### config.mk
export PLATFORM = sky130hd
export DESIGN_NAME = serial_port_four_mode
export DESIGN_NICKNAME = d
export VERILOG_FILES = /design/src/logic/serial_port_pkg.sv /design/src/logic/serial_port_four_mode.sv
export SDC_FILE = /design/constraint.sdc
export NUM_CORES = 1
export LEC_CHECK = 0
export BUFFER_PORTS_ARGS = -buffer_cell sky130_fd_sc_hd__buf_2
export CAP_MARGIN = 25
export CORE_MARGIN = 3
export CORE_UTILIZATION = 59
export CTS_BUF_LIST = sky130_fd_sc_hd__clkbuf_2
export DETAILED_ROUTE_END_ITERATION = 10
export GPL_TIMING_DRIVEN = 0
export PLACE_DENSITY_LB_ADDON = 0.2
export SYNTH_ARGS = -nofsm -noshare
export SYNTH_HDL_FRONTEND = slang
export SYNTH_SLANG_ARGS = --single-unit
### constraint.sdc
create_clock -name i_mclk -period 3.7 [get_ports i_mclk]
set_input_delay 0.74 -clock i_mclk [delete_from_list [all_inputs] [get_ports i_mclk]]
set_output_delay 0.74 -clock i_mclk [all_outputs]
set_load 0.01 [all_outputs]
### src/logic/serial_port_pkg.sv
// Constants, states and the state record of the four-mode serial port
package serial_port_pkg;
	// Register byte offsets on the bus
	localparam logic [3:0] OFS_CTRL = 4'h0;
	localparam logic [3:0] OFS_DATA = 4'h4;
	localparam logic [3:0] OFS_BAUD = 4'h8;
	// Control register field positions
	localparam int CTRL_MODE_HI = 7;
	localparam int CTRL_MODE_LO = 6;
	localparam int CTRL_FILTER = 5;
	localparam int CTRL_RX_EN = 4;
	localparam int CTRL_TX_NINTH = 3;
	localparam int CTRL_RX_NINTH = 2;
	localparam int CTRL_TX_DONE = 1;
	localparam int CTRL_RX_FULL = 0;
	// Baud configuration field positions
	localparam int BAUD_DOUBLE = 0;
	localparam int BAUD_RX_T2 = 1;
	localparam int BAUD_TX_T2 = 2;
	// Reset values
	localparam logic [7:0] CTRL_RESET = 8'h00;
	localparam logic [2:0] BAUD_RESET = 3'h0;
	// Mode select codes
	localparam logic [1:0] MODE_SHIFT = 2'h0;
	localparam logic [1:0] MODE_ASYNC8 = 2'h1;
	localparam logic [1:0] MODE_FIXED9 = 2'h2;
	localparam logic [1:0] MODE_VAR9 = 2'h3;
	// Mode 0: twelve core clocks per bit, clock low for the first half
	localparam logic [3:0] M0_HALF = 4'h6;
	localparam logic [3:0] M0_LAST = 4'hb;
	localparam logic [3:0] M0_BIT_LAST = 4'h7;
	// Prescaler limits: events per sixteenth of a bit, minus one
	localparam logic [1:0] PRE_M2_SLOW = 2'h3;
	localparam logic [1:0] PRE_M2_FAST = 2'h1;
	localparam logic [1:0] PRE_T1_SLOW = 2'h1;
	localparam logic [1:0] PRE_T1_FAST = 2'h0;
	localparam logic [1:0] PRE_T2 = 2'h0;
	// Sixteen sample ticks per bit
	localparam logic [3:0] DIV_LAST = 4'hf;
	localparam logic [3:0] RX_MID = 4'h7;
	// Frame lengths in bits and last data-bit indices
	localparam logic [3:0] FRAME_10 = 4'ha;
	localparam logic [3:0] FRAME_11 = 4'hb;
	localparam logic [3:0] RX_LAST8 = 4'h7;
	localparam logic [3:0] RX_LAST9 = 4'h8;

	typedef enum logic [1:0] {TX_IDLE, TX_WAIT, TX_SHIFT} tx_state_e;
	typedef enum logic [1:0] {RX_IDLE, RX_START, RX_DATA, RX_STOP} rx_state_e;
	typedef enum logic [1:0] {M0_IDLE, M0_TX, M0_RX} m0_state_e;

	typedef struct packed {
		logic [1:0] mode;
		logic addr_filter_enable;
		logic rx_enable;
		logic tx_ninth_bit;
		logic rx_ninth_bit;
		logic tx_done_flag;
		logic rx_full_flag;
		logic baud_double;
		logic rx_t2;
		logic tx_t2;
		logic [7:0] rx_buf;
		tx_state_e tx_st;
		logic [10:0] tx_sh;
		logic [3:0] tx_bits;
		logic [3:0] tx_div;
		logic [1:0] tx_pre;
		logic txd;
		logic pin_txd;
		m0_state_e m0_st;
		logic [3:0] m0_ph;
		logic [3:0] m0_cnt;
		logic [7:0] m0_sh;
		rx_state_e rx_st;
		logic [3:0] rx_div;
		logic [3:0] rx_cnt;
		logic [8:0] rx_sh;
		logic [1:0] rx_pre;
		logic rxd_s1;
		logic rxd_s2;
		logic rxd_q;
		logic ack;
		logic [31:0] rdata;
	} state_s;
endpackage : serial_port_pkg

### src/logic/serial_port_four_mode.sv
// Four-mode serial port with an Avalon-MM register slave
`timescale 1ns/10ps
module serial_port_four_mode
	import serial_port_pkg::*;
(
	input wire logic i_mclk, // Core clock
	input wire logic i_rst, // Asynchronous reset, active high
	input wire logic [3:0] i_address, // Avalon byte address
	input wire logic i_read, // Avalon read request
	input wire logic i_write, // Avalon write request
	input wire logic [31:0] i_writedata, // Avalon write data
	input wire logic [3:0] i_byteenable, // Avalon byte enables
	output logic [31:0] o_readdata, // Avalon read data
	output logic o_waitrequest, // Avalon wait request
	input wire logic i_t1_ovf, // Timer 1 overflow pulse, same clock
	input wire logic i_t2_ovf, // Timer 2 overflow pulse, same clock
	input wire logic i_rxd, // Receive / mode 0 data pin input
	output logic o_rxd, // Mode 0 data pin output
	output logic o_rxd_oe, // Mode 0 data pin output enable
	output logic o_txd // Transmit pin or mode 0 shift clock
);

	state_s s;
	state_s next_s;
	logic [2:0] tx_cfg;
	logic [2:0] rx_cfg;
	logic tx_tick;
	logic rx_tick;
	logic tx_bit;
	logic rx_bit;
	logic wr_fire;
	logic nine;
	logic ninth;
	logic fall;
	logic [7:0] wd;

	// Tick source per direction: {event, prescale limit}
	function automatic logic [2:0] tick_cfg(
		input logic [1:0] mode,
		input logic dbl,
		input logic sel_t2,
		input logic t1,
		input logic t2
	);
		logic [2:0] r;
		if (mode == MODE_FIXED9) begin
			r = {1'b1, dbl ? PRE_M2_FAST : PRE_M2_SLOW};
		end else if (sel_t2) begin
			r = {t2, PRE_T2};
		end else begin
			r = {t1, dbl ? PRE_T1_FAST : PRE_T1_SLOW};
		end
		return r;
	endfunction : tick_cfg

	// Next-state logic for the whole port
	always_comb begin
		next_s = s;
		wd = i_writedata[7:0];
		nine = s.mode[1];
		ninth = 1'b0;
		// Sample-tick generation, one prescaler per direction
		tx_cfg = tick_cfg(s.mode, s.baud_double, s.tx_t2, i_t1_ovf, i_t2_ovf);
		rx_cfg = tick_cfg(s.mode, s.baud_double, s.rx_t2, i_t1_ovf, i_t2_ovf);
		tx_tick = tx_cfg[2] && (s.tx_pre == tx_cfg[1:0]);
		rx_tick = rx_cfg[2] && (s.rx_pre == rx_cfg[1:0]);
		tx_bit = tx_tick && (s.tx_div == DIV_LAST);
		rx_bit = rx_tick && (s.rx_div == DIV_LAST);
		if (tx_cfg[2]) begin
			next_s.tx_pre = tx_tick ? 2'h0 : s.tx_pre + 2'h1;
		end
		if (rx_cfg[2]) begin
			next_s.rx_pre = rx_tick ? 2'h0 : s.rx_pre + 2'h1;
		end
		if (tx_tick) begin
			next_s.tx_div = s.tx_div + 4'h1;
		end
		if (rx_tick) begin
			next_s.rx_div = s.rx_div + 4'h1;
		end

		// Bus slave: one wait cycle, then the access completes
		next_s.ack = (i_read || i_write) && !s.ack;
		wr_fire = i_write && s.ack && i_byteenable[0];
		if (i_read && !s.ack) begin
			case (i_address)
				OFS_CTRL: next_s.rdata = {24'h000000, s.mode, s.addr_filter_enable,
					s.rx_enable, s.tx_ninth_bit, s.rx_ninth_bit, s.tx_done_flag,
					s.rx_full_flag};
				OFS_DATA: next_s.rdata = {24'h000000, s.rx_buf};
				OFS_BAUD: next_s.rdata = {29'h00000000, s.tx_t2, s.rx_t2, s.baud_double};
				default: next_s.rdata = 32'h00000000;
			endcase
		end
		// Software register writes; flag writes are overridden by hardware sets below
		if (wr_fire && i_address == OFS_CTRL) begin
			next_s.mode = wd[CTRL_MODE_HI:CTRL_MODE_LO];
			next_s.addr_filter_enable = wd[CTRL_FILTER];
			next_s.rx_enable = wd[CTRL_RX_EN];
			next_s.tx_ninth_bit = wd[CTRL_TX_NINTH];
			next_s.rx_ninth_bit = wd[CTRL_RX_NINTH];
			next_s.tx_done_flag = wd[CTRL_TX_DONE];
			next_s.rx_full_flag = wd[CTRL_RX_FULL];
		end
		if (wr_fire && i_address == OFS_BAUD) begin
			next_s.baud_double = wd[BAUD_DOUBLE];
			next_s.rx_t2 = wd[BAUD_RX_T2];
			next_s.tx_t2 = wd[BAUD_TX_T2];
		end

		// Async transmitter: each bit lasts sixteen sample ticks
		unique case (s.tx_st)
			TX_IDLE: begin
				next_s.txd = 1'b1;
			end
			TX_WAIT, TX_SHIFT: begin
				if (tx_bit) begin
					if (s.tx_bits == 4'h0) begin
						next_s.tx_st = TX_IDLE;
						next_s.txd = 1'b1;
					end else begin
						next_s.tx_st = TX_SHIFT;
						next_s.txd = s.tx_sh[0];
						next_s.tx_sh = {1'b1, s.tx_sh[10:1]};
						next_s.tx_bits = s.tx_bits - 4'h1;
						if (s.tx_bits == 4'h1) begin
							next_s.tx_done_flag = 1'b1;
						end
					end
				end
			end
		endcase

		// Mode 0 shifter; half duplex, one bit per twelve core clocks
		unique case (s.m0_st)
			M0_IDLE: begin
				if (s.mode == MODE_SHIFT && s.rx_enable && !s.rx_full_flag) begin
					next_s.m0_st = M0_RX;
					next_s.m0_ph = 4'h0;
					next_s.m0_cnt = 4'h0;
				end
			end
			M0_TX, M0_RX: begin
				next_s.m0_ph = s.m0_ph + 4'h1;
				// Sample on the rising shift-clock edge
				if (s.m0_st == M0_RX && s.m0_ph == M0_HALF) begin
					next_s.m0_sh = {s.rxd_s2, s.m0_sh[7:1]};
				end
				if (s.m0_ph == M0_LAST) begin
					next_s.m0_ph = 4'h0;
					next_s.m0_cnt = s.m0_cnt + 4'h1;
					if (s.m0_st == M0_TX) begin
						next_s.m0_sh = {1'b0, s.m0_sh[7:1]};
					end
					if (s.m0_cnt == M0_BIT_LAST) begin
						next_s.m0_st = M0_IDLE;
						if (s.m0_st == M0_TX) begin
							next_s.tx_done_flag = 1'b1;
						end else begin
							next_s.rx_full_flag = 1'b1;
							next_s.rx_buf = s.m0_sh;
						end
					end
				end
				// Dropping receive enable abandons a mode 0 receive
				if (s.m0_st == M0_RX && !s.rx_enable) begin
					next_s.m0_st = M0_IDLE;
				end
			end
			default: begin
				next_s.m0_st = M0_IDLE;
			end
		endcase

		// Async receiver with two-stage pin synchroniser
		next_s.rxd_s1 = i_rxd;
		next_s.rxd_s2 = s.rxd_s1;
		next_s.rxd_q = s.rxd_s2;
		fall = s.rxd_q && !s.rxd_s2;
		unique case (s.rx_st)
			RX_IDLE: begin
				if (fall && s.rx_enable && s.mode != MODE_SHIFT) begin
					next_s.rx_st = RX_START;
					next_s.rx_div = 4'h0;
				end
			end
			RX_START: begin
				// A glitch shorter than half a bit is rejected here
				if (rx_tick && s.rx_div == RX_MID) begin
					next_s.rx_div = 4'h0;
					next_s.rx_cnt = 4'h0;
					next_s.rx_st = s.rxd_s2 ? RX_IDLE : RX_DATA;
				end
			end
			RX_DATA: begin
				if (rx_bit) begin
					next_s.rx_sh = {s.rxd_s2, s.rx_sh[8:1]};
					next_s.rx_cnt = s.rx_cnt + 4'h1;
					if (s.rx_cnt == (nine ? RX_LAST9 : RX_LAST8)) begin
						next_s.rx_st = RX_STOP;
					end
				end
			end
			RX_STOP: begin
				if (rx_bit) begin
					next_s.rx_st = RX_IDLE;
					ninth = nine ? s.rx_sh[8] : s.rxd_s2;
					// Unread data is kept; the new frame is the one lost
					if (!s.rx_full_flag && (!s.addr_filter_enable || ninth)) begin
						next_s.rx_buf = nine ? s.rx_sh[7:0] : s.rx_sh[8:1];
						next_s.rx_ninth_bit = ninth;
						next_s.rx_full_flag = 1'b1;
					end
				end
			end
		endcase
		if (!s.rx_enable) begin
			next_s.rx_st = RX_IDLE;
		end

		// Data write starts a transmission; it wins over any frame in flight
		if (wr_fire && i_address == OFS_DATA) begin
			if (s.mode == MODE_SHIFT) begin
				next_s.m0_st = M0_TX;
				next_s.m0_sh = wd;
				next_s.m0_ph = 4'h0;
				next_s.m0_cnt = 4'h0;
			end else begin
				next_s.tx_st = TX_WAIT;
				next_s.tx_sh = {1'b1, (s.mode == MODE_ASYNC8) ? 1'b1 : s.tx_ninth_bit,
					wd, 1'b0};
				next_s.tx_bits = (s.mode == MODE_ASYNC8) ? FRAME_10 : FRAME_11;
			end
		end

		// Transmit pin: shift clock in mode 0, idles high between transfers
		next_s.pin_txd = (next_s.mode == MODE_SHIFT) ?
			!((next_s.m0_st != M0_IDLE) && (next_s.m0_ph < M0_HALF)) : next_s.txd;
	end

	// State register
	always_ff @(posedge i_mclk or posedge i_rst) begin
		if (i_rst) begin
			s <= '0;
			s.txd <= 1'b1;
			s.pin_txd <= 1'b1;
			s.rxd_s1 <= 1'b1;
			s.rxd_s2 <= 1'b1;
			s.rxd_q <= 1'b1;
		end else begin
			s <= next_s;
		end
	end

	// Outputs from the state record; wait request and the data-pin enable are combinational
	assign o_waitrequest = (i_read || i_write) && !s.ack;
	assign o_readdata = s.rdata;
	assign o_txd = s.pin_txd;
	assign o_rxd = s.m0_sh[0];
	assign o_rxd_oe = (s.m0_st == M0_TX);

endmodule : serial_port_four_mode

* Word level (Yosys, flattened, before mapping) *
Cells that the tools add are included.

storage, ports and cells
  register bits = 119
  input port bits = 47
  output and inout port bits = 36
  word-level logic and storage cells = 183

cells by class
  add/sub/neg operators = 8
  $lt $le $gt $ge = 1
  equal/unequal tests = 28
  muxes and demuxes = 70
  reductions and logical operators = 44

operator list
  operator                                              count
  2-to-1 mux 8 bit                                      12
  2-to-1 mux 17 bit                                     4
  2-to-1 mux 18 bit                                     3
  2-to-1 mux 2 bit                                      14
  one-hot mux 8 bit (3 select lines)                    1
  logical AND 1 bit                                     21
  adder 4 x 1 -> 4 bit (second input constant)          5
  2-to-1 mux 10 bit                                     2
  2-to-1 mux 1 bit                                      19
  equality test 4 x 3 -> 1 bit (second input constant)  4
  equality test 4 bit (second input constant)           4
  one-hot mux 4 bit (2 select lines)                    2
  one-hot mux 8 bit (2 select lines)                    1
  2-to-1 mux 15 bit                                     1
  inequality test 3 bit (second input constant)         5
  2-to-1 mux 13 bit                                     1
  2-to-1 mux 3 bit                                      4
  equality test 2 bit (second input constant)           5
  zero test 2 bit                                       5
  equality test 2 x 1 -> 1 bit (second input constant)  4
  zero test 4 bit                                       2
  2-to-1 mux 4 bit                                      2
  one-hot mux 2 bit (4 select lines)                    1
  zero test 1 bit                                       6
  16 further kinds                                      23

* Depth between registers and ports, before layout *
Gate-level depths: netlist of the first run.

  depth in word-level cells = 15
  depth in mapped cells = 11

* Worst setup path before layout of the first run *
Ideal clock, no wire load.

  path type = input-to-reg
  from = input i_address[1]
  to = register s[111] (netlist name)
  arrival time = 2394 ps
  path slack = 1175 ps
  cell stages on the path = 5
  path buffers = 0
  path through = nor2_1 nand4_1 nor3_1 mux2_2 or3_1

RTL lines
  item                    RTL line                      text
  start: declaration      serial_port_four_mode.sv:8    input wire logic [3:0] i_address,
  end signal: assignment  serial_port_four_mode.sv:251  s <= next_s;
  end: declaration        serial_port_four_mode.sv:23   state_s s;

==> flow_metrics.env, run 1 <==
export IMPL_run_status="complete, no violations"
export IMPL_firstDrtPassIters=4
export IMPL_syn_area_um2=5120
export IMPL_initial_core_util=0.616
export IMPL_grt_pass1_wl_um=17600
export IMPL_p_per_area_nw_per_um2=465
export IMPL_hold_viol=0
export IMPL_fin_crit_ns=3.03
export IMPL_crit_required_ns=4.16
export IMPL_ir_worst_vdd_uv=215
export IMPL_fillers=668
export IMPL_crit_type="flop to flop"
export IMPL_syn_inst=503
export IMPL_cts_root_buffer="clkbuf_2"
export IMPL_cts_tree="built"
export IMPL_n_antenna_cell=0
export IMPL_fin_util=0.682
export IMPL_rsz0062_at_grt="no"
export IMPL_maxCapViolations=0
export IMPL_multiInputGateArea_um2=2440
export IMPL_worst_setup_path_end_kind="flop"
export IMPL_yosysSeqAreaShare=0.466
export IMPL_cp_max_fo=10
export IMPL_totalWireLength_um=10500
export IMPL_min_period_over_period=0.819
export IMPL_dieArea_um2=9820
export IMPL_die_h_um=99.1
export IMPL_clkLatencyLatePin_ns=0.56
export IMPL_yosys_area_top_type="dfrtp_1"
export IMPL_grt_max_degree=64
export IMPL_antenna_found_initial=0
export IMPL_fin_nets=629
export IMPL_rows=33
export IMPL_placed_area_um2=5520
export IMPL_p_leak_nw=2.80
export IMPL_grt_overflow_total=0
export IMPL_clockBufferDepth=2
export IMPL_drv_slew=0
export IMPL_ant_nets=0
export IMPL_cts_buffers=9
export IMPL_synthTopCellsByArea="dfrtp_1 44%, mux2i_1 7.6%, buf_4 4.8%"
export IMPL_ys_warn_count=0
export IMPL_drcViolationCount=0
export IMPL_cts_setup_buffers=0
export IMPL_max_clock_freq_mhz=330
export IMPL_ctsHoldBuffers=0
export IMPL_place_gp_congestion=0.829
export IMPL_cts_reportedPaths_clkPinSlew_ns=0.27
export IMPL_port_buffers=31
export IMPL_ys_flop_type="dfrtp_1"
export IMPL_cts_resized=0
export IMPL_cts_sinks=95
export IMPL_synthArstFlopShare=1.00
export IMPL_fin_skew_ns=0.0413
export IMPL_core_um2=8300
export IMPL_die_w_um=99.1
export IMPL_synth_cell_type_count=55
export IMPL_ys_top_cells_by_count="90 x dfrtp_1, 45 x nor2_1, 39 x mux2i_1, 39 x nand2_1, 33 x buf_4"
export IMPL_fin_cells=680
export IMPL_area_delta_synth_final_pct=10.6
export IMPL_place_hpwl_um=7730
export IMPL_yosysMostFrequentCell="dfrtp_1"
export IMPL_synth_top_area_frac=0.440
export IMPL_seq_area_um2=2380
export IMPL_drive_above_1_share=0.216
export IMPL_grt_pass1_vias=3586
export IMPL_drtIter0Drc=195
export IMPL_start_kind="flop"
export IMPL_io_pins=83
export IMPL_grtUsageTotal=0.224
export IMPL_dp_cells=664
export IMPL_ys_ff_latch=95
export IMPL_drt_wirelength_per_cell_um=15.4
export IMPL_vias_per_cell=5.57
export IMPL_avgSynthCellArea_um2=10.2
export IMPL_hold_path_class="primary input to async pin"
export IMPL_htreeDepth=3
export IMPL_vias=3789
export IMPL_arrival_ns=3.49
export IMPL_tns_ns=0
export IMPL_final_setup_viol_count=0
export IMPL_slew_headroom=0.367
export IMPL_worst_slew_pin_slew_ns=0.943
export IMPL_stdcell_area_um2=5660
export IMPL_synth_edf_count=0
-- path summary, 6_finish.rpt --
check                                        to  cells after the start  slack (ns)                  from
setup / recovery               s[105]$_DFF_PP0_                      8        0.67       s[69]$_DFF_PP0_
hold / removal                s[77]$_DFFE_PP0P_                      2        0.13                 i_rst
setup reg to reg               s[105]$_DFF_PP0_                      8        0.67       s[69]$_DFF_PP0_
hold reg to reg            next_s[33]$_DFF_PP1_                      0        0.38  next_s[34]$_DFF_PP1_
max in group asynchronous       o_txd$_DFF_PP1_                      3        2.84                 i_rst
min in group i_mclk        next_s[34]$_DFF_PP1_                      1        0.25                 i_rxd
-- report_power, final --
group | leakage [nW] | internal [W] | total, W | switching (W)
Clock | 0.0861 | 0.000233 | 0.000576 | 0.000344
Sequential | 1.23 | 0.00121 | 0.00138 | 0.000173
Combinational | 1.49 | 0.000321 | 0.000672 | 0.000351
-- critical path, stage by stage, from the launching register on --
cell,delay [ns]
dfrtp_1,0.48
ha_1,0.22
nand3b_1,0.29
or3_1,0.51
nor3_1,0.71
clkbuf_1,0.42
nor2b_1,0.09
a211oi_1,0.19
a21oi_1,0.06
-- placed cells by master, fill, tap and decap left out, types with 6 or more instances in the layout --
cell type,Yosys,layout
dfrtp_1,90,90
nor2_1,45,45
nand2_1,39,39
mux2i_1,39,39
buf_2,4,36
buf_4,33,33
o21ai_0,31,31
a21oi_1,30,30
conb_1,1,24
nor2b_1,18,18
mux2_2,14,14
a211oi_1,12,12
ha_1,12,12
clkbuf_2,0,12
clkbuf_1,11,11
nor3_1,10,10
nand2b_1,10,10
inv_1,9,8
nor3b_1,7,7
mux2_4,7,7
and3_1,6,6
xnor2_1,6,6
-- final cells by class --
| cell class | count | share of cell area |
|---|---|---|
| multi-input cells | 370 | 0.431 |
| flip-flops and latches | 95 | 0.421 |
| plain buffers | 52 | 0.0613 |
| clock inverters | 4 | 0.0130 |
| repair buffers | 33 | 0.0332 |
| inverters | 9 | 0.00641 |
| clock buffers | 12 | 0.0106 |
| well taps | 105 | 0.0232 |
-- routing by layer --
metal	global-route usage	vias to the layer above	routed length, um
li1	-	1837	-
met1	0.325	1840	4860
met2	0.342	96	4960
met3	0.0330	16	456
met4	0.0872	0	208
met5	0	-	0
-- state kept, by name (all words and copies together) (netlist names) --
signal / cells
s: 82
o_readdata: 8
o_txd: 1
next_s: 2
nine: 1
o_rxd: 1
-- kinds of logic after synthesis --
| group | synth area share |
|---|---|
| buf+inv | 0.0743 |
| xor+xnor | 0.0171 |
| fa+ha+maj | 0.0293 |
| simple gates | 0.161 |
| other cells | 0.000733 |
| flops | 0.466 |
| mux | 0.128 |
| compound gates | 0.124 |
-- metrics by stage --
| step | setup WS [ns] | power [W] | hold WS (ns) |
|---|---|---|---|
| 5_1_grt | 0.392 | 0.00281 | 0.119 |
| 4_1_cts | 0.732 | 0.00264 | 0.120 |
| 2_1_floorplan | 0.491 | 0.00189 | 0.345 |
| 6_report | 0.669 | 0.00263 | 0.129 |
| 3_5_place_dp | 0.653 | 0.00207 | 0.350 |
| 3_3_place_gp | -0.563 | 0.00202 | 0.346 |
No activity file was read; power rests on OpenSTA's default activity.
==> run 2, diff against run 1 <==
Settings changed: ABC_AREA from default to 1.
Clock period 3.7 ns to 3.1 ns, I/O delays scaled along.
==> flow_metrics.env, run 2 <==
export IMPL_run_status="complete, no violations"
export IMPL_slew_headroom=0.559
export IMPL_cts_reportedPaths_clkPinSlew_ns=0.24
export IMPL_vias_per_cell=5.30
export IMPL_worst_setup_path_end_kind="flop"
export IMPL_antenna_found_initial=0
export IMPL_ys_warn_count=0
export IMPL_arrival_ns=2.76
export IMPL_tns_ns=0
export IMPL_cts_sinks=95
export IMPL_syn_area_um2=5230
export IMPL_area_delta_synth_final_pct=10.0
export IMPL_hold_path_class="primary input to flop"
export IMPL_grt_pass1_wl_um=19600
export IMPL_cts_setup_buffers=0
export IMPL_hold_viol=0
export IMPL_synth_cell_type_count=38
export IMPL_maxCapViolations=0
export IMPL_fin_crit_ns=2.26
export IMPL_worstReg2RegStart="s[73]$_DFF_PP0_"
export IMPL_crit_required_ns=3.60
export IMPL_rsz0062_at_grt="no"
export IMPL_drtIter0Drc=244
export IMPL_yosys_area_top_type="dfrtp_1"
export IMPL_ir_worst_vdd_uv=326
export IMPL_drcViolationCount=0
export IMPL_ctsHoldBuffers=1
export IMPL_min_period_over_period=0.730
export IMPL_cts_root_buffer="clkbuf_2"
export IMPL_totalWireLength_um=11600
export IMPL_io_pins=83
export IMPL_synthTopCellsByArea="dfrtp_1 43%, nand2_1 14%, inv_1 7.2%"
export IMPL_cts_tree="built"
export IMPL_ys_flop_type="dfrtp_1"
export IMPL_avgSynthCellArea_um2=7.59
export IMPL_cp_max_fo=6
export IMPL_grtUsageTotal=0.240
export IMPL_fin_nets=815
export IMPL_fin_skew_ns=0.0390
export IMPL_grt_pass1_vias=4293
export IMPL_fillers=739
export IMPL_synth_edf_count=0
export IMPL_p_per_area_nw_per_um2=647
export IMPL_rows=33
export IMPL_synth_top_area_frac=0.431
export IMPL_port_buffers=31
export IMPL_cts_resized=0
export IMPL_ff2ff_path_depth=11
export IMPL_vias=4588
export IMPL_hold_start="i_rxd"
export IMPL_crit_type="flop to flop"
export IMPL_cts_buffers=9
export IMPL_worst_slew_pin_slew_ns=0.656
export IMPL_n_antenna_cell=0
export IMPL_hold_slack_ns=0.153
export IMPL_die_w_um=100
export IMPL_max_clock_freq_mhz=442
export IMPL_yosysMostFrequentCell="nand2_1"
export IMPL_final_cell_mix="190 x nand2_1, 99 x inv_1, 90 x dfrtp_1, 60 x nor2_1, 55 x o21ai_0"
export IMPL_ant_nets=0
export IMPL_clockBufferDepth=2
export IMPL_synthArstFlopShare=1.00
export IMPL_largest_register_ffs=82
export IMPL_regMostFlops="s"
export IMPL_start_kind="flop"
export IMPL_firstDrtPassIters=5
export IMPL_yosysSeqAreaShare=0.456
export IMPL_dieArea_um2=10000
export IMPL_place_gp_congestion=0.935
export IMPL_die_h_um=100
export IMPL_clkLatencyLatePin_ns=0.56
export IMPL_syn_inst=689
export IMPL_drive_above_1_share=0.134
export IMPL_core_um2=8420
export IMPL_final_setup_viol_count=0
export IMPL_cp_startpoint="s[73]$_DFF_PP0_"
export IMPL_drt_wirelength_per_cell_um=13.4
export IMPL_drv_slew=0
export IMPL_place_hpwl_um=8730
export IMPL_grt_max_degree=75
export IMPL_hold_depth=1
export IMPL_p_leak_nw=3.14
export IMPL_final_common_cell="nand2_1"
export IMPL_ys_ff_latch=95
export IMPL_ys_top_cells_by_count="190 x nand2_1, 100 x inv_1, 90 x dfrtp_1"
export IMPL_grt_overflow_total=0
export IMPL_initial_core_util=0.621
export IMPL_htreeDepth=3
## run 2: cell families (layout without fill, tap and decap cells)
group	Yosys count	in the layout	synth area share
AND/OR/NAND/NOR	332	332	0.272
adder cells (fa/ha/maj)	12	12	0.0287
XOR/XNOR	7	7	0.0117
flip-flops	95	95	0.456
other	1	24	0.000717
AO/OA/AOI/OAI	95	95	0.100
buffers and inverters	147	196	0.131
## run 2: area by class of cell
class | count | area (um2) | share of cell area
Clock buffer | 10 | 50.0 | 0.00870
Sequential cell | 95 | 2380 | 0.414
Buffer | 41 | 285 | 0.0496
Timing Repair Buffer | 33 | 193 | 0.0335
Inverter | 106 | 400 | 0.0696
Tap cell | 105 | 131 | 0.0228
Multi-Input combinational cell | 470 | 2250 | 0.391
Clock inverter | 6 | 61.3 | 0.0107
## run 2: path summary, 6_finish.rpt
| path | to | slack, ns |
|---|---|---|
| hold / removal | next_s[34]$_DFF_PP1_ | 0.15 |
| setup reg to reg | o_txd$_DFF_PP1_ | 0.84 |
| hold reg to reg | next_s[33]$_DFF_PP1_ | 0.35 |
| max in group asynchronous | o_txd$_DFF_PP1_ | 1.87 |
| setup / recovery | o_txd$_DFF_PP1_ | 0.84 |
| min in group asynchronous | s[46]$_DFFE_PP0P_ | 0.53 |
## run 2: critical path, stage by stage (launching register included)
cell and delay [ns]:
dfrtp_1 0.47, inv_1 0.10, ha_1 0.40, inv_1 0.13, nor2_1 0.26, inv_1 0.09
or2_2 0.27, a21oi_1 0.22, nand2_1 0.08, nand3_1 0.09, nand2_1 0.05, inv_1 0.06
## run 2: routing by layer
| metal | up-vias | global-route usage | part of all wire | wire length [um] |
|---|---|---|---|---|
| met5 | - | 0 | 0 | 0 |
| met4 | 0 | 0.0788 | 0.015 | 174 |
| met3 | 19 | 0.0347 | 0.062 | 717 |
| met2 | 148 | 0.397 | 0.47 | 5490 |
| met1 | 2149 | 0.328 | 0.45 | 5210 |
| li1 | 2272 | - | - | - |
## run 2: per-stage QoR
| stage | area (um2) | cells | setup WS [ns] | util | total power, W |
|---|---|---|---|---|---|
| after global routing | 5750 | 866 | 0.640 | 0.683 | 0.00404 |
| after detailed placement | 5630 | 849 | 0.739 | 0.668 | 0.00313 |
| after floorplan | 5310 | 712 | 0.0113 | - | 0.00280 |
| final | 5750 | 866 | 0.838 | 0.683 | 0.00372 |
| after CTS | 5750 | 866 | 0.900 | 0.683 | 0.00372 |
| after global placement | 5600 | 848 | -1.08 | 0.665 | 0.00304 |
## run 2: power by group
part | internal (W) | total (W) | switching [W]
Clock | 0.000185 | 0.000600 | 0.000415
Combinational | 0.000481 | 0.00126 | 0.000781
Sequential | 0.00159 | 0.00186 | 0.000264
==> run 3, diff against run 2 <==
Clock period 3.1 ns to 2.2 ns, I/O delays scaled along.
==> flow_metrics.env, run 3 (synthesis results as in run 2) <==
export IMPL_cts_reportedPaths_clkPinSlew_ns=0.26
export IMPL_place_hpwl_um=8890
export IMPL_fin_skew_ns=0.0250
export IMPL_hold_path_class="primary input to flop"
export IMPL_start_kind="flop"
export IMPL_clkLatencyLatePin_ns=0.55
export IMPL_worstReg2RegStart="s[73]$_DFF_PP0_"
export IMPL_hold_viol=0
export IMPL_fin_nets=820
export IMPL_crit_type="flop to flop"
export IMPL_n_antenna_cell=0
export IMPL_drive_above_1_share=0.145
export IMPL_die_h_um=100
export IMPL_final_setup_viol_count=0
export IMPL_setup_slack_ns=0.144
export IMPL_io_pins=83
export IMPL_maxCapViolations=0
export IMPL_cp_max_fo=6
export IMPL_grt_max_degree=42
export IMPL_place_gp_congestion=0.931
export IMPL_antenna_found_initial=0
export IMPL_ant_nets=0
export IMPL_stdcell_area_um2=5830
export IMPL_cts_buffers=9
export IMPL_path_common_cell="inv_1"
export IMPL_final_cell_mix="190 x nand2_1, 98 x inv_1, 90 x dfrtp_1, 59 x nor2_1, 55 x o21ai_0"
export IMPL_firstDrtPassIters=5
export IMPL_initial_core_util=0.621
export IMPL_cts_tree="built"
export IMPL_vias_per_cell=5.30
export IMPL_ff2ff_path_depth=11
export IMPL_hold_start="i_writedata[0]"
export IMPL_arrival_ns=2.55
export IMPL_crit_required_ns=2.69
export IMPL_fin_crit_ns=2.06
export IMPL_grt_pass1_wl_um=19700
export IMPL_rsz0062_at_grt="yes"
export IMPL_slowest_stage="dfrtp_1"
export IMPL_worst_slew_pin_slew_ns=0.773
export IMPL_run_status="complete, no violations"
export IMPL_cts_root_buffer="clkbuf_2"
export IMPL_p_leak_nw=3.17
export IMPL_min_period_over_period=0.934
export IMPL_ir_worst_vdd_uv=489
export IMPL_core_um2=8420
export IMPL_grt_overflow_total=0
export IMPL_grtUsageTotal=0.243
export IMPL_slowest_delay_ns=0.44
export IMPL_rows=33
export IMPL_cts_sinks=95
export IMPL_clockBufferDepth=2
export IMPL_area_delta_synth_final_pct=11.4
export IMPL_dieArea_um2=10000
export IMPL_tns_ns=0
export IMPL_max_clock_freq_mhz=486
export IMPL_final_common_cell="nand2_1"
export IMPL_drtIter0Drc=308
export IMPL_drv_slew=0
export IMPL_cp_startpoint="s[73]$_DFF_PP0_"
export IMPL_worst_setup_path_end_kind="flop"
export IMPL_htreeDepth=3
export IMPL_hold_depth=3
export IMPL_totalWireLength_um=11800
export IMPL_pre_cts_ws_ns=0.0198
export IMPL_p_per_area_nw_per_um2=907
export IMPL_placed_area_um2=5650
export IMPL_crit_chain="inv_1 -> ha_2 -> inv_1 -> nor2_4 -> inv_1 -> or2_2 -> a21oi_1 -> nand2_1 -> nand3_1 -> nand2_1 -> inv_1"
export IMPL_drcViolationCount=0
export IMPL_drt_wirelength_per_cell_um=13.5
export IMPL_grt_pass1_vias=4232
export IMPL_port_buffers=31
export IMPL_regMostFlops="s"
export IMPL_vias=4613
export IMPL_largest_register_ffs=82
export IMPL_die_w_um=100
export IMPL_slew_headroom=0.484
run 3: metrics by stage:
| step | util | std cells | total power [W] | hold slack [ns] |
|---|---|---|---|---|
| after floorplan | - | 712 | 0.00395 | 0.345 |
| after global placement | 0.665 | 848 | 0.00429 | 0.347 |
| after detailed placement | 0.671 | 850 | 0.00442 | 0.348 |
| after CTS | 0.687 | 868 | 0.00526 | 0.0870 |
| after global routing | 0.692 | 871 | 0.00573 | 0.0598 |
| final | 0.692 | 871 | 0.00528 | 0.116 |
run 3: worst paths after layout:
path	end	slack, ns
max in group asynchronous	s[76]$_DFF_PP1_	0.78
min in group asynchronous	s[56]$_DFFE_PP0P_	0.54
max	o_txd$_DFF_PP1_	0.14
max reg2reg	o_txd$_DFF_PP1_	0.14
min reg2reg	next_s[33]$_DFF_PP1_	0.38
min	s[88]$_DFF_PP0_	0.12
run 3: power breakdown:
group	switching, W	leakage (nW)	internal, W
sequential	0.000373	1.11	0.00225
combinational	0.00112	1.99	0.000698
clock	0.000582	0.0672	0.000264
total	0.00208	3.17	0.00321
run 3: area by class of cell:
cell class	instances	area [um2]
plain buffers	41	285
clock buffers	10	50.0
clock inverters	6	62.6
fillers	693	2600
inverters	106	402
multi-input cells	470	2270
flip-flops and latches	95	2380
well taps	105	131
repair buffers	38	245
run 3: critical path, delay by kind of cell (launching register included):
family | cells | cell delay (ns)
AND/OR/NAND/NOR | 5 | 0.62
flip-flops | 1 | 0.44
adder cells (fa/ha/maj) | 1 | 0.40
buffers and inverters | 4 | 0.35
AO/OA/AOI/OAI | 1 | 0.20
run 3: timing repair:
action,4_1_cts,5_1_grt
hold endpoints to repair,13,0
hold buffers,2,0
resized for setup,0,6
buffers inserted,0,3
setup endpoints to repair,0,13
run 3: routing by layer:
layer  track usage  share of wire
met1         0.340           0.44
met2         0.398           0.48
met3        0.0445          0.071
met4        0.0560         0.0087
met5             0              0
